==> config.mk <==
export PLATFORM = sky130hd
export DESIGN_NAME = radio_control_register_bank
export DESIGN_NICKNAME = d
export VERILOG_FILES = /design/src/radio_ctl_pkg.sv /design/src/wake_detect.sv /design/src/lock_timer.sv /design/src/radio_control_register_bank.sv
export VERILOG_INCLUDE_DIRS = /design/src
export SDC_FILE = /design/constraint.sdc
export NUM_CORES = 1
export LEC_CHECK = 0
export BUFFER_PORTS_ARGS = -buffer_cell sky130_fd_sc_hd__buf_2
export CORE_UTILIZATION = 56
export DETAILED_ROUTE_END_ITERATION = 8
export PLACE_DENSITY_LB_ADDON = 0.2
export SYNTH_ARGS = -nofsm -noshare
export SYNTH_HDL_FRONTEND = slang
export SYNTH_HIERARCHICAL = 1
export SYNTH_SLANG_ARGS = --single-unit
==> constraint.sdc <==
create_clock -name clk_sys -period 1.9 [get_ports clk_sys]
set_input_delay 0.285 -clock clk_sys [delete_from_list [all_inputs] [get_ports clk_sys]]
set_output_delay 0.285 -clock clk_sys [all_outputs]
set_load 0.01 [all_outputs]
==> src/radio_ctl_regs.svh <==
// register offsets, field positions, reset values and timing constants of the radio control bank
`ifndef RADIO_CTL_REGS_SVH
`define RADIO_CTL_REGS_SVH

`define OFF_WAKE_STATUS 6'h1d
`define OFF_ANALOG_CONTROL 6'h20
`define OFF_CHANNEL_SELECT 6'h21
`define OFF_SIGNAL_STRENGTH 6'h22
`define OFF_TX_POWER 6'h23
`define OFF_CRYSTAL_TRIM 6'h24
`define OFF_VCO_SLOPE 6'h26
`define OFF_GAIN_LOCK 6'h2e
`define OFF_CARRIER_OVERRIDE 6'h2f
`define OFF_CLOCK_OVERRIDE 6'h32
`define OFF_CLOCK_GATE_ENABLE 6'h33
`define OFF_SYNTH_LOCK_DELAY 6'h38
`define OFF_SERIAL_BASE 4'hf

`define RST_BYTE 8'h00
`define RST_LOCK_DELAY 8'h64

`define ANA_GAIN_WR_EN 6
`define ANA_ID_RD_EN 5
`define ANA_DRIVE_EN 2
`define ANA_POLARITY 1
`define ANA_SOFT_RST 0
`define ANA_WMASK 8'h67
`define PWR_WMASK 8'h07
`define XTAL_WMASK 8'h7f
`define VCO_WMASK 8'hc0
`define FLAG_WMASK 8'h80
`define WAKE_SPARE 7'h00
`define RSSI_SPARE 2'b00
`define CHAN_SRC_BIT 7
`define RSSI_VALID_BIT 5
`define TOP_BIT 7
`define XTAL_CLKOFF_BIT 6

`define LOCK_STEP_NS 2000
`define CLK_PERIOD_NS 20
`define LOCK_STEP_CYC ((`LOCK_STEP_NS + `CLK_PERIOD_NS - 1) / `CLK_PERIOD_NS)

`endif

==> src/radio_ctl_pkg.sv <==
// types shared by the radio control bank
package radio_ctl_pkg;
    typedef logic [7:0] byte_t;
    typedef logic [5:0] reg_addr_t;
    typedef enum logic [1:0] {
        LOCK_IDLE,
        LOCK_WAIT,
        LOCK_DONE
    } lock_state_t;
endpackage

==> src/wake_detect.sv <==
// wake-up event generator from the power-down pin
`timescale 1ns/1ps
`include "radio_ctl_regs.svh"
module wake_detect
    import radio_ctl_pkg::*;
(
    // clock and reset
    input wire logic clk_sys,
    input wire logic rstn,
    // power-down pin, low = suspend
    input wire logic power_down_pin,
    // device ready for host transfers
    input wire logic host_ready,
    // one-cycle wake event
    output logic wake_event
);
    logic armed_q;
    logic armed_d;
    wire fire = armed_q && power_down_pin && host_ready;

    // ----------------------------------------
    // arm on suspend, fire once when released and ready
    // ----------------------------------------
    assign armed_d = !power_down_pin ? 1'b1 : (fire ? 1'b0 : armed_q);
    assign wake_event = fire;

    always_ff @(posedge clk_sys or negedge rstn) begin
        if (!rstn) begin
            armed_q <= 1'b1;
        end else begin
            armed_q <= armed_d;
        end
    end
endmodule // wake_detect

==> src/lock_timer.sv <==
// synthesizer lock delay timer, count times 2 us
`timescale 1ns/1ps
`include "radio_ctl_regs.svh"
module lock_timer
    import radio_ctl_pkg::*;
(
    // clock and reset
    input wire logic clk_sys,
    input wire logic rstn,
    // start request and programmed count
    input wire logic start,
    input wire logic [7:0] count,
    // lock wait finished
    output logic locked
);
    localparam int STEP = `LOCK_STEP_CYC;
    lock_state_t state_q;
    logic [6:0] sub_q;
    logic [7:0] steps_q;
    wire step_end = (sub_q == 7'(STEP - 1));

    always_ff @(posedge clk_sys or negedge rstn) begin
        if (!rstn) begin
            state_q <= LOCK_IDLE;
            sub_q <= 7'h00;
            steps_q <= 8'h00;
        end else begin
            case (state_q)
                LOCK_IDLE, LOCK_DONE: begin
                    if (start) begin
                        state_q <= (count == 8'h00) ? LOCK_DONE : LOCK_WAIT;
                        steps_q <= count;
                        sub_q <= 7'h00;
                    end
                end
                LOCK_WAIT: begin
                    sub_q <= step_end ? 7'h00 : sub_q + 7'h01;
                    if (step_end) begin
                        steps_q <= steps_q - 8'h01;
                        if (steps_q == 8'h01) begin
                            state_q <= LOCK_DONE;
                        end
                    end
                end
                default: state_q <= LOCK_IDLE;
            endcase
        end
    end
    assign locked = (state_q == LOCK_DONE);
endmodule // lock_timer

==> src/radio_control_register_bank.sv <==
// configuration and status register bank of the 2.4 GHz radio
//
// Functional notes
// - wake status bit sets on wake-up, clears on read; other bits read zero.
// - wake-up fires once power-down releases and host transfers are possible.
// - serial number reads only while id read enable is set; read-only.
// - amplifier pin driven only while its drive enable bit is one.
// - polarity bit one makes amplifier pin active low, zero active high.
// - source bit selects A/N counters or the channel field for synthesizer.
// - channel n maps to 2401+n MHz, 1 MHz spacing.
// - signal strength register is read-only: 5-bit value plus valid flag.
// - 3-bit transmit gain level, higher code gives more power.
// - clock-off bit stops the buffered clock output; on after reset.
// - 6-bit crystal trim sets oscillator load capacitance.
// - oscillator slope field is write-only; reads return zero here.
// - gain lock bit freezes amplifier at maximum gain.
// - carrier override bit forces carrier detect indication.
// - lock delay waits count times 2 us; count resets to 64 hex.
`timescale 1ns/1ps
`include "radio_ctl_regs.svh"
module radio_control_register_bank
    import radio_ctl_pkg::*;
#(
    parameter logic [31:0] SERIAL_ID = 32'h1234_5678 // arbitrary value
) (
    // clock and reset
    input wire logic clk_sys,
    input wire logic rstn,
    // register port
    input wire logic [5:0] reg_addr,
    input wire logic [7:0] reg_wdata,
    input wire logic reg_wr,
    input wire logic reg_rd,
    output logic [7:0] reg_rdata,
    // power management
    input wire logic power_down_pin,
    input wire logic host_ready,
    // receiver status
    input wire logic [4:0] rssi_level,
    input wire logic rssi_valid,
    input wire logic carrier_detect_raw,
    // synthesizer lock request
    input wire logic synth_start,
    // external amplifier pin
    output logic ext_amp_control_pin_o,
    output logic ext_amp_control_pin_oe_n,
    input wire logic tx_active,
    // buffered clock output
    input wire logic ref_clk_13m,
    output logic buffered_clock_out_pin,
    // analog controls
    output logic synth_use_counters,
    output logic [6:0] channel_num,
    output logic [2:0] tx_gain_level,
    output logic [5:0] crystal_load,
    output logic [1:0] osc_slope_adjust,
    output logic gain_locked,
    output logic carrier_detect,
    output logic [7:0] clock_override,
    output logic [7:0] clock_gate_enable,
    output logic synth_locked,
    output logic id_power_on
);
    // ----------------------------------------
    // register state
    // ----------------------------------------
    byte_t ana_q;
    byte_t chan_q;
    byte_t pwr_q;
    byte_t xtal_q;
    byte_t vco_q;
    byte_t agc_q;
    byte_t cd_q;
    byte_t clko_q;
    byte_t clke_q;
    byte_t lock_q;
    logic wake_q;
    byte_t rdata_q;
    logic wake_event;

    // ----------------------------------------
    // address decode
    // ----------------------------------------
    wire hit_wake = (reg_addr == `OFF_WAKE_STATUS);
    wire hit_ana = (reg_addr == `OFF_ANALOG_CONTROL);
    wire hit_chan = (reg_addr == `OFF_CHANNEL_SELECT);
    wire hit_rssi = (reg_addr == `OFF_SIGNAL_STRENGTH);
    wire hit_pwr = (reg_addr == `OFF_TX_POWER);
    wire hit_xtal = (reg_addr == `OFF_CRYSTAL_TRIM);
    wire hit_vco = (reg_addr == `OFF_VCO_SLOPE);
    wire hit_agc = (reg_addr == `OFF_GAIN_LOCK);
    wire hit_cd = (reg_addr == `OFF_CARRIER_OVERRIDE);
    wire hit_clko = (reg_addr == `OFF_CLOCK_OVERRIDE);
    wire hit_clke = (reg_addr == `OFF_CLOCK_GATE_ENABLE);
    wire hit_lock = (reg_addr == `OFF_SYNTH_LOCK_DELAY);
    wire hit_serial = (reg_addr[5:2] == `OFF_SERIAL_BASE);

    // ----------------------------------------
    // write and read strobes
    // ----------------------------------------
    wire gain_wr_ok = ana_q[`ANA_GAIN_WR_EN];
    wire id_en = ana_q[`ANA_ID_RD_EN];
    wire wr_ana = reg_wr && hit_ana;
    wire soft_rst = wr_ana && reg_wdata[`ANA_SOFT_RST];
    wire wr_chan = reg_wr && hit_chan;
    wire wr_pwr = reg_wr && hit_pwr;
    wire wr_xtal = reg_wr && hit_xtal;
    wire wr_vco = reg_wr && hit_vco;
    wire wr_agc = reg_wr && hit_agc && gain_wr_ok;
    wire wr_cd = reg_wr && hit_cd && gain_wr_ok;
    wire wr_clko = reg_wr && hit_clko;
    wire wr_clke = reg_wr && hit_clke;
    wire wr_lock = reg_wr && hit_lock;
    wire rd_wake = reg_rd && hit_wake;

    // ----------------------------------------
    // write data masks
    // ----------------------------------------
    wire [7:0] ana_wdata = reg_wdata & `ANA_WMASK;
    wire [7:0] pwr_wdata = reg_wdata & `PWR_WMASK;
    wire [7:0] xtal_wdata = reg_wdata & `XTAL_WMASK;
    wire [7:0] vco_wdata = reg_wdata & `VCO_WMASK;
    wire [7:0] flag_wdata = reg_wdata & `FLAG_WMASK;

    // ----------------------------------------
    // read data selection
    // ----------------------------------------
    wire [7:0] serial_byte = SERIAL_ID[{reg_addr[1:0], 3'b000} +: 8];
    wire [7:0] rd_wake_val = {`WAKE_SPARE, wake_q};
    wire [7:0] rd_rssi_val = {`RSSI_SPARE, rssi_valid, rssi_level};
    wire [7:0] rd_vco_val = `RST_BYTE;
    wire [7:0] rd_serial_val = id_en ? serial_byte : `RST_BYTE;
    wire [7:0] rd_mux =
        hit_wake ? rd_wake_val :
        hit_ana ? ana_q :
        hit_chan ? chan_q :
        hit_rssi ? rd_rssi_val :
        hit_pwr ? pwr_q :
        hit_xtal ? xtal_q :
        hit_vco ? rd_vco_val :
        hit_agc ? agc_q :
        hit_cd ? cd_q :
        hit_clko ? clko_q :
        hit_clke ? clke_q :
        hit_lock ? lock_q :
        hit_serial ? rd_serial_val :
        `RST_BYTE;

    // ----------------------------------------
    // wake detection
    // ----------------------------------------
    wake_detect u_wake (
        .clk_sys(clk_sys),
        .rstn(rstn),
        .power_down_pin(power_down_pin),
        .host_ready(host_ready),
        .wake_event(wake_event)
    );

    // ----------------------------------------
    // wake status flag, set wins over the clearing read
    // ----------------------------------------
    wire wake_clr = rd_wake || soft_rst;
    always_ff @(posedge clk_sys or negedge rstn) begin
        if (!rstn) begin
            wake_q <= 1'b0;
        end else if (wake_event) begin
            wake_q <= 1'b1;
        end else if (wake_clr) begin
            wake_q <= 1'b0;
        end
    end

    // ----------------------------------------
    // writable registers
    // ----------------------------------------
    // analog control
    always_ff @(posedge clk_sys or negedge rstn) begin
        if (!rstn) begin
            ana_q <= `RST_BYTE;
        end else if (soft_rst) begin
            ana_q <= `RST_BYTE;
        end else if (wr_ana) begin
            ana_q <= ana_wdata;
        end
    end

    // channel and source select
    always_ff @(posedge clk_sys or negedge rstn) begin
        if (!rstn) begin
            chan_q <= `RST_BYTE;
        end else if (soft_rst) begin
            chan_q <= `RST_BYTE;
        end else if (wr_chan) begin
            chan_q <= reg_wdata;
        end
    end

    // transmit gain level
    always_ff @(posedge clk_sys or negedge rstn) begin
        if (!rstn) begin
            pwr_q <= `RST_BYTE;
        end else if (soft_rst) begin
            pwr_q <= `RST_BYTE;
        end else if (wr_pwr) begin
            pwr_q <= pwr_wdata;
        end
    end

    // crystal trim and clock-off
    always_ff @(posedge clk_sys or negedge rstn) begin
        if (!rstn) begin
            xtal_q <= `RST_BYTE;
        end else if (soft_rst) begin
            xtal_q <= `RST_BYTE;
        end else if (wr_xtal) begin
            xtal_q <= xtal_wdata;
        end
    end

    // oscillator slope
    always_ff @(posedge clk_sys or negedge rstn) begin
        if (!rstn) begin
            vco_q <= `RST_BYTE;
        end else if (soft_rst) begin
            vco_q <= `RST_BYTE;
        end else if (wr_vco) begin
            vco_q <= vco_wdata;
        end
    end

    // gain lock
    always_ff @(posedge clk_sys or negedge rstn) begin
        if (!rstn) begin
            agc_q <= `RST_BYTE;
        end else if (soft_rst) begin
            agc_q <= `RST_BYTE;
        end else if (wr_agc) begin
            agc_q <= flag_wdata;
        end
    end

    // carrier override
    always_ff @(posedge clk_sys or negedge rstn) begin
        if (!rstn) begin
            cd_q <= `RST_BYTE;
        end else if (soft_rst) begin
            cd_q <= `RST_BYTE;
        end else if (wr_cd) begin
            cd_q <= flag_wdata;
        end
    end

    // clock override
    always_ff @(posedge clk_sys or negedge rstn) begin
        if (!rstn) begin
            clko_q <= `RST_BYTE;
        end else if (soft_rst) begin
            clko_q <= `RST_BYTE;
        end else if (wr_clko) begin
            clko_q <= reg_wdata;
        end
    end

    // clock gate enable
    always_ff @(posedge clk_sys or negedge rstn) begin
        if (!rstn) begin
            clke_q <= `RST_BYTE;
        end else if (soft_rst) begin
            clke_q <= `RST_BYTE;
        end else if (wr_clke) begin
            clke_q <= reg_wdata;
        end
    end

    // synthesizer lock count
    always_ff @(posedge clk_sys or negedge rstn) begin
        if (!rstn) begin
            lock_q <= `RST_LOCK_DELAY;
        end else if (soft_rst) begin
            lock_q <= `RST_LOCK_DELAY;
        end else if (wr_lock) begin
            lock_q <= reg_wdata;
        end
    end

    always_ff @(posedge clk_sys or negedge rstn) begin
        if (!rstn) begin
            rdata_q <= `RST_BYTE;
        end else begin
            rdata_q <= reg_rd ? rd_mux : `RST_BYTE;
        end
    end
    assign reg_rdata = rdata_q;

    // ----------------------------------------
    // synthesizer lock delay
    // ----------------------------------------
    lock_timer u_lock (
        .clk_sys(clk_sys),
        .rstn(rstn),
        .start(synth_start),
        .count(lock_q),
        .locked(synth_locked)
    );

    // ----------------------------------------
    // analog control outputs
    // ----------------------------------------
    wire amp_drive_en = ana_q[`ANA_DRIVE_EN];
    wire amp_invert = ana_q[`ANA_POLARITY];
    wire clk_out_off = xtal_q[`XTAL_CLKOFF_BIT];
    assign ext_amp_control_pin_oe_n = !amp_drive_en;
    assign ext_amp_control_pin_o = tx_active ^ amp_invert;
    assign buffered_clock_out_pin = ref_clk_13m && !clk_out_off && power_down_pin;

    // ----------------------------------------
    // synthesizer, gain and trim controls
    // ----------------------------------------
    assign synth_use_counters = chan_q[`CHAN_SRC_BIT];
    assign channel_num = chan_q[6:0];
    assign tx_gain_level = pwr_q[2:0];
    assign crystal_load = xtal_q[5:0];
    assign osc_slope_adjust = vco_q[7:6];
    assign gain_locked = agc_q[`TOP_BIT];
    assign carrier_detect = carrier_detect_raw || cd_q[`TOP_BIT];

    // ----------------------------------------
    // clock overrides and id power
    // ----------------------------------------
    assign clock_override = clko_q;
    assign clock_gate_enable = clke_q;
    assign id_power_on = id_en;
endmodule // radio_control_register_bank

After elaboration in Yosys (flattened, before gate mapping)
Index checks and enable logic that the tools add are counted.

Output and inout port bits: 50. Logic and storage cells: 131. Input bits: 30. Register bits after elaboration: 107.

Bitwise logic cells: 1. Reductions and logical operators: 40. Shift-type cells: 1. Add/subtract/negate cells: 2. Equality and inequality tests: 21. Muxes and demuxes: 50.

Operators by type and width (count): $mux W8 (37); $eq A6 B6 Y1 const B (11); $shiftx A32 B6 Y8 const A (1); $reduce_bool A2 Y1 (12); $logic_and A1 B1 Y1 (18); $pmux W8 S2 (1); $mux W7 (2); $pmux W7 S2 (1); $eq A8 B1 Y1 const B (1); $logic_not A8 Y1 (1); $mux W2 (4); $sub A8 B1 Y8 const B (1); $add A7 B1 Y7 const B (1); $eq A7 B7 Y1 const B (1); $eq A6 B5 Y1 const B (1); $ne A2 B1 Y1 const B (3); $reduce_and A3 Y1 (2); $eq A4 B4 Y1 const B (1); $mux W1 (4); $pmux W2 S2 (1); $eq A2 B1 Y1 const B (1); $eq A2 B2 Y1 const B (1); $logic_not A1 Y1 (2); $logic_not A2 Y1 (1); other kinds (5) (6).

Logic depth before layout (Yosys ltp)
Word-level depth: 16. Gate-level depth with buffers: 9.

Hierarchy
Netlist, hierarchy kept.

Modules (own cells, without submodules): radio_control_register_bank (sequential area each 1505.2 sq um, area each 3246.9 sq um, cells each 356, instances 1); lock_timer (sequential area each 425.4 sq um, area each 980.9 sq um, cells each 110, instances 1); wake_detect (sequential area each 26.3 sq um, area each 41.3 sq um, cells each 4, instances 1).

Worst setup path after synthesis
Ideal clock, no wire load.

Path type: in2reg. Start point: in reg_addr[0]. End point: reg rdata_q[0], in the netlist reg_rdata[0]. Arrival time: 1696 ps. Setup slack: 78 ps. Stages: 8. Path through: inv_1 > ha_1 > nor3b_2 > and3_1 > clkbuf_1 > a221oi_1 > o21ai_0 > a221o_1.

Longest elaborated chain between the ends: 16. Elaborated cells between the ends (all ways): 28. Classes of those cells: eq/ne: 12; shift: 1; mux: 15.

Ends and longest elaborated chain: from (decl) (line radio_control_register_bank.sv:30) `input wire logic [5:0] reg_addr,`; $shiftx A32 B6 Y8 (line radio_control_register_bank.sv:128) `wire [7:0] serial_byte = SERIAL_ID[{reg_addr[1:0], 3'b000} +: 8];`; $mux W8 (no line) (13 in series); $mux W8 (no line) * (2 in series); to (signal assigned) (line radio_control_register_bank.sv:289) `` rdata_q <= `RST_BYTE; ``; to (signal assigned) (line radio_control_register_bank.sv:291) `` rdata_q <= reg_rd ? rd_mux : `RST_BYTE; ``; to (decl) (line radio_control_register_bank.sv:78) `byte_t rdata_q;`.

Every way passes the cells marked *; elsewhere a longest branch is shown, timed or not. A chain may end at the register's enable or synchronous reset.

Worst setup path after layout
Start point: reg u_lock.sub_q[0]. End point: reg u_lock.sub_q[5].

Longest elaborated chain between the ends: 3. Elaborated cells between the ends (all ways): 4. Classes of those cells: add/sub: 1; eq/ne: 1; mux: 2.

Ends and longest elaborated chain: from (decl) (line lock_timer.sv:18) `logic [6:0] sub_q;`; from (signal assigned) (line lock_timer.sv:37) `sub_q <= step_end ? 7'h00 : sub_q + 7'h01;`; $add A7 B1 Y7 / $eq A7 B7 Y1 (equally long branches) (line lock_timer.sv:37, lock_timer.sv:20); $mux W7 * (line lock_timer.sv:37); $pmux W7 S2 * (line lock_timer.sv:28) `case (state_q)`.

Marks and branches as above.

==> impl_metrics.tcl <==
set metrics [dict create \
    cts_tree "done" \
    drt_first_pass_iters 5 \
    syn_to_final_growth_pct 22.8 \
    num_antenna_cells 0 \
    critical_path.top_delay_family "compound AO/OA/AOI/OAI gates" \
    grt_pass1_vias 3860 \
    tightest_slew_ns 0.661 \
    htreeDepth 3 \
    min_to "u_wake/armed_q" \
    chipWidth_microns 89.3 \
    synth_area_sq_um 4270 \
    synth_edf_count 0 \
    leakagePower_nw 2.47 \
    path_buf_inv 0 \
    status "complete, no violations" \
    p_per_area_nw_per_um2 975 \
    synth_cell_types 65 \
    overflow 0 \
    design.die.area_sq_um 7980 \
    critical_path.cell_chain "ha_1 > and2_1 > a21oi_1 > o21ai_0 > a31oi_1" \
    crit_path_max_fanout 6 \
    routed_wirelength_mm 12.1 \
    highest_layer "met4" \
    dr_wl_met2_mm 5.99 \
    nets 607 \
    yosys_most_used_dff "dfrtp_1" \
    max_cap_viol_count 0 \
    antenna_found_initial 0 \
    r2r-start "u_lock/sub_q[0]" \
    drive_above_1_share 0.266 \
    dp_hpwl_mm 8.92 \
    drc 0 \
    cts-buffers-inserted 9 \
    ir_drop_v 0.000598 \
    io_buffers 79 \
    ant_nets 0 \
    fill_cells 590 \
    path_class "flip-flop to flip-flop" \
    r2r_setup_slack_ns 0.18 \
    fmax_mhz 580 \
    globalplace.congestion 0.926 \
    required_ns 2.18 \
    fp-row-count 31 \
    finalCriticalPeriod_ns 1.72 \
    slew_headroom 0.555 \
    vias 4100 \
    worst_ep_arrival_time_ns 2.00 \
    clock-skew-final_ns 0.00959 \
    grt_max_degree 36 \
    cp.depth 5 \
    ctsResizeCount 0 \
    syn-num-nets 507 \
    timing.hold.ws_ns 0.0929 \
    min_period_over_period 0.907 \
    setup_viol 0 \
    end_kind "flip-flop" \
    critPathMaxStageDelay_ns 0.41 \
    core_area_sq_um 7290 \
    syn_avg_cell_area_sq_um 9.08 \
    async_flop_share 1.00 \
    synth_warnings 6 \
    grt_use_total 0.318 \
    start_kind "flip-flop" \
    rsz0062_at_grt "false" \
    viasPerCell 6.08 \
    met3_length_microns 643 \
    io-pin-count 80 \
    wl_met1_mm 5.00 \
    clk_latency_ns 0.35 \
    worstHoldStart "host_ready" \
    slew_viol_final 0 \
    die_h_microns 89.3 \
    synth_seq_area_share 0.458 \
    dr.first_iter.drc_count 282 \
    worst_slack_ns 0.177 \
    avgRoutedWirePerCell_microns 17.9 \
    grt_pass1_wl_mm 18.8 \
    postCtsSetupRepairBufs 0 \
    ctsLongestPathBuffers 2 \
    min_path_cells 2 \
    r2r-end "u_lock/sub_q[5]" \
    hp-class "primary input to flip-flop" \
    initial_utilization 0.585 \
    hold_violations 0 \
    crit_slowest_cell "dfrtp_1" \
    cts.sinks 78 \
    fin_util 0.719 \
    ys_seq_elements 78 \
    clkTransAtPathRegs_ns 0.08 \
    ff2ff_path_depth 5 \
    dp_slack_ns -0.0820 \
    cts-root-buf "clkbuf_8" \
    synthCells 470 \
]
-- how the worst max path moves through the flow --
stage | start | to
after floorplan | reg_addr[0] | reg_rdata[0]
after global placement | reg_addr[0] | reg_rdata[1]
after detailed placement | reg_addr[0] | reg_rdata[1]
after CTS | u_lock/sub_q[0] | u_lock/sub_q[5]
after global routing | u_lock/sub_q[0] | u_lock/sub_q[5]
final | u_lock/sub_q[0] | u_lock/sub_q[5]
-- flip-flops by register name, indices dropped and copies added (netlist names), 2 cells and up --
signal,count
chan_q,8
clock_gate_enable,8
clock_override,8
lock_q,8
reg_rdata,8
u_lock/steps_q,8
u_lock/sub_q,7
xtal_q,7
ana_q,5
pwr_q,3
u_lock/state_q,2
vco_q,2
-- power breakdown --
part           switching (mW)  internal [mW]
Combinational           0.808          0.564
Clock                   0.627          0.873
Sequential              0.284           1.96
Total                    1.72           3.39
-- layout make-up --
class                      count  area (sq um)  area share
tap                           99           124      0.0236
clock inverter                 6           111      0.0212
timing repair buffer         124           801       0.153
sequential                    78          1960       0.373
inverter                      10          40.0     0.00764
clock buffer                  10           128      0.0243
multi-input combinational    347          2080       0.397
-- layer usage --
layer,track usage,up-vias
met4,0.172,0
li1,-,1890
met1,0.409,1990
met3,0.0388,42
met2,0.527,178
met5,0,-
-- metrics by stage --
step / std cells / area (sq um) / total power [mW] / TNS [ns]
after global routing: 674 / 5240 / 5.37 / 0
final: 674 / 5240 / 5.11 / 0
after CTS: 674 / 5240 / 5.11 / 0
after detailed placement: 657 / 4990 / 3.62 / -0.234
after floorplan: 470 / 4270 / 3.10 / 0
after global placement: 657 / 4990 / 3.54 / -0.0353
-- cell families after synthesis --
logic type / after synthesis / synth area share
and+or+nand+nor: 195 / 0.230
AOI/OAI and AO/OA: 120 / 0.178
DFF: 78 / 0.458
buffers and inverters: 45 / 0.0542
adders and majority gates: 7 / 0.0205
xor gates and xnor gates: 2 / 0.00410
muxes: 23 / 0.0548
-- synth_stat cells (6+ instances only) --
library cell,n,share of area
nor3_1,9,0.011
dfrtp_1,74,0.43
mux2i_1,20,0.047
nand3_1,37,0.043
a22oi_1,6,0.011
nand2_1,55,0.048
a21oi_1,39,0.046
a31oi_1,6,0.0088
and3_1,9,0.013
nor2_1,42,0.037
buf_2,15,0.018
o21ai_0,28,0.033
nor2b_1,6,0.0088
inv_1,9,0.0079
nand2b_1,8,0.012
clkbuf_1,9,0.0079
buf_4,9,0.016
ha_1,7,0.021
-- placed cells by master (no fill, tap or decap), drive strengths merged, types with 3 or more instances in the layout --
| master | n |
|---|---|
| or4 | 3 |
| a31oi | 7 |
| o21ai | 32 |
| nor2 | 42 |
| clkbuf | 10 |
| nor2b | 6 |
| mux2 | 3 |
| and2 | 5 |
| a221oi | 4 |
| nand2 | 55 |
| inv | 10 |
| nor3 | 10 |
| and3 | 9 |
| nor4 | 3 |
| a211oi | 4 |
| nor3b | 4 |
| dfstp | 4 |
| nand3 | 37 |
| mux2i | 20 |
| a22o | 3 |
| bufinv | 3 |
| dfrtp | 74 |
| buf | 123 |
| a221o | 3 |
| a22oi | 6 |
| nand2b | 8 |
| ha | 7 |
| nand4 | 5 |
| a21oi | 39 |
-- repair_timing --
action	in CTS	in global routing
setup endpoints to repair	0	0
hold endpoints to repair	15	0
hold buffers	1	0
No activity file was read; power rests on OpenSTA's default activity.
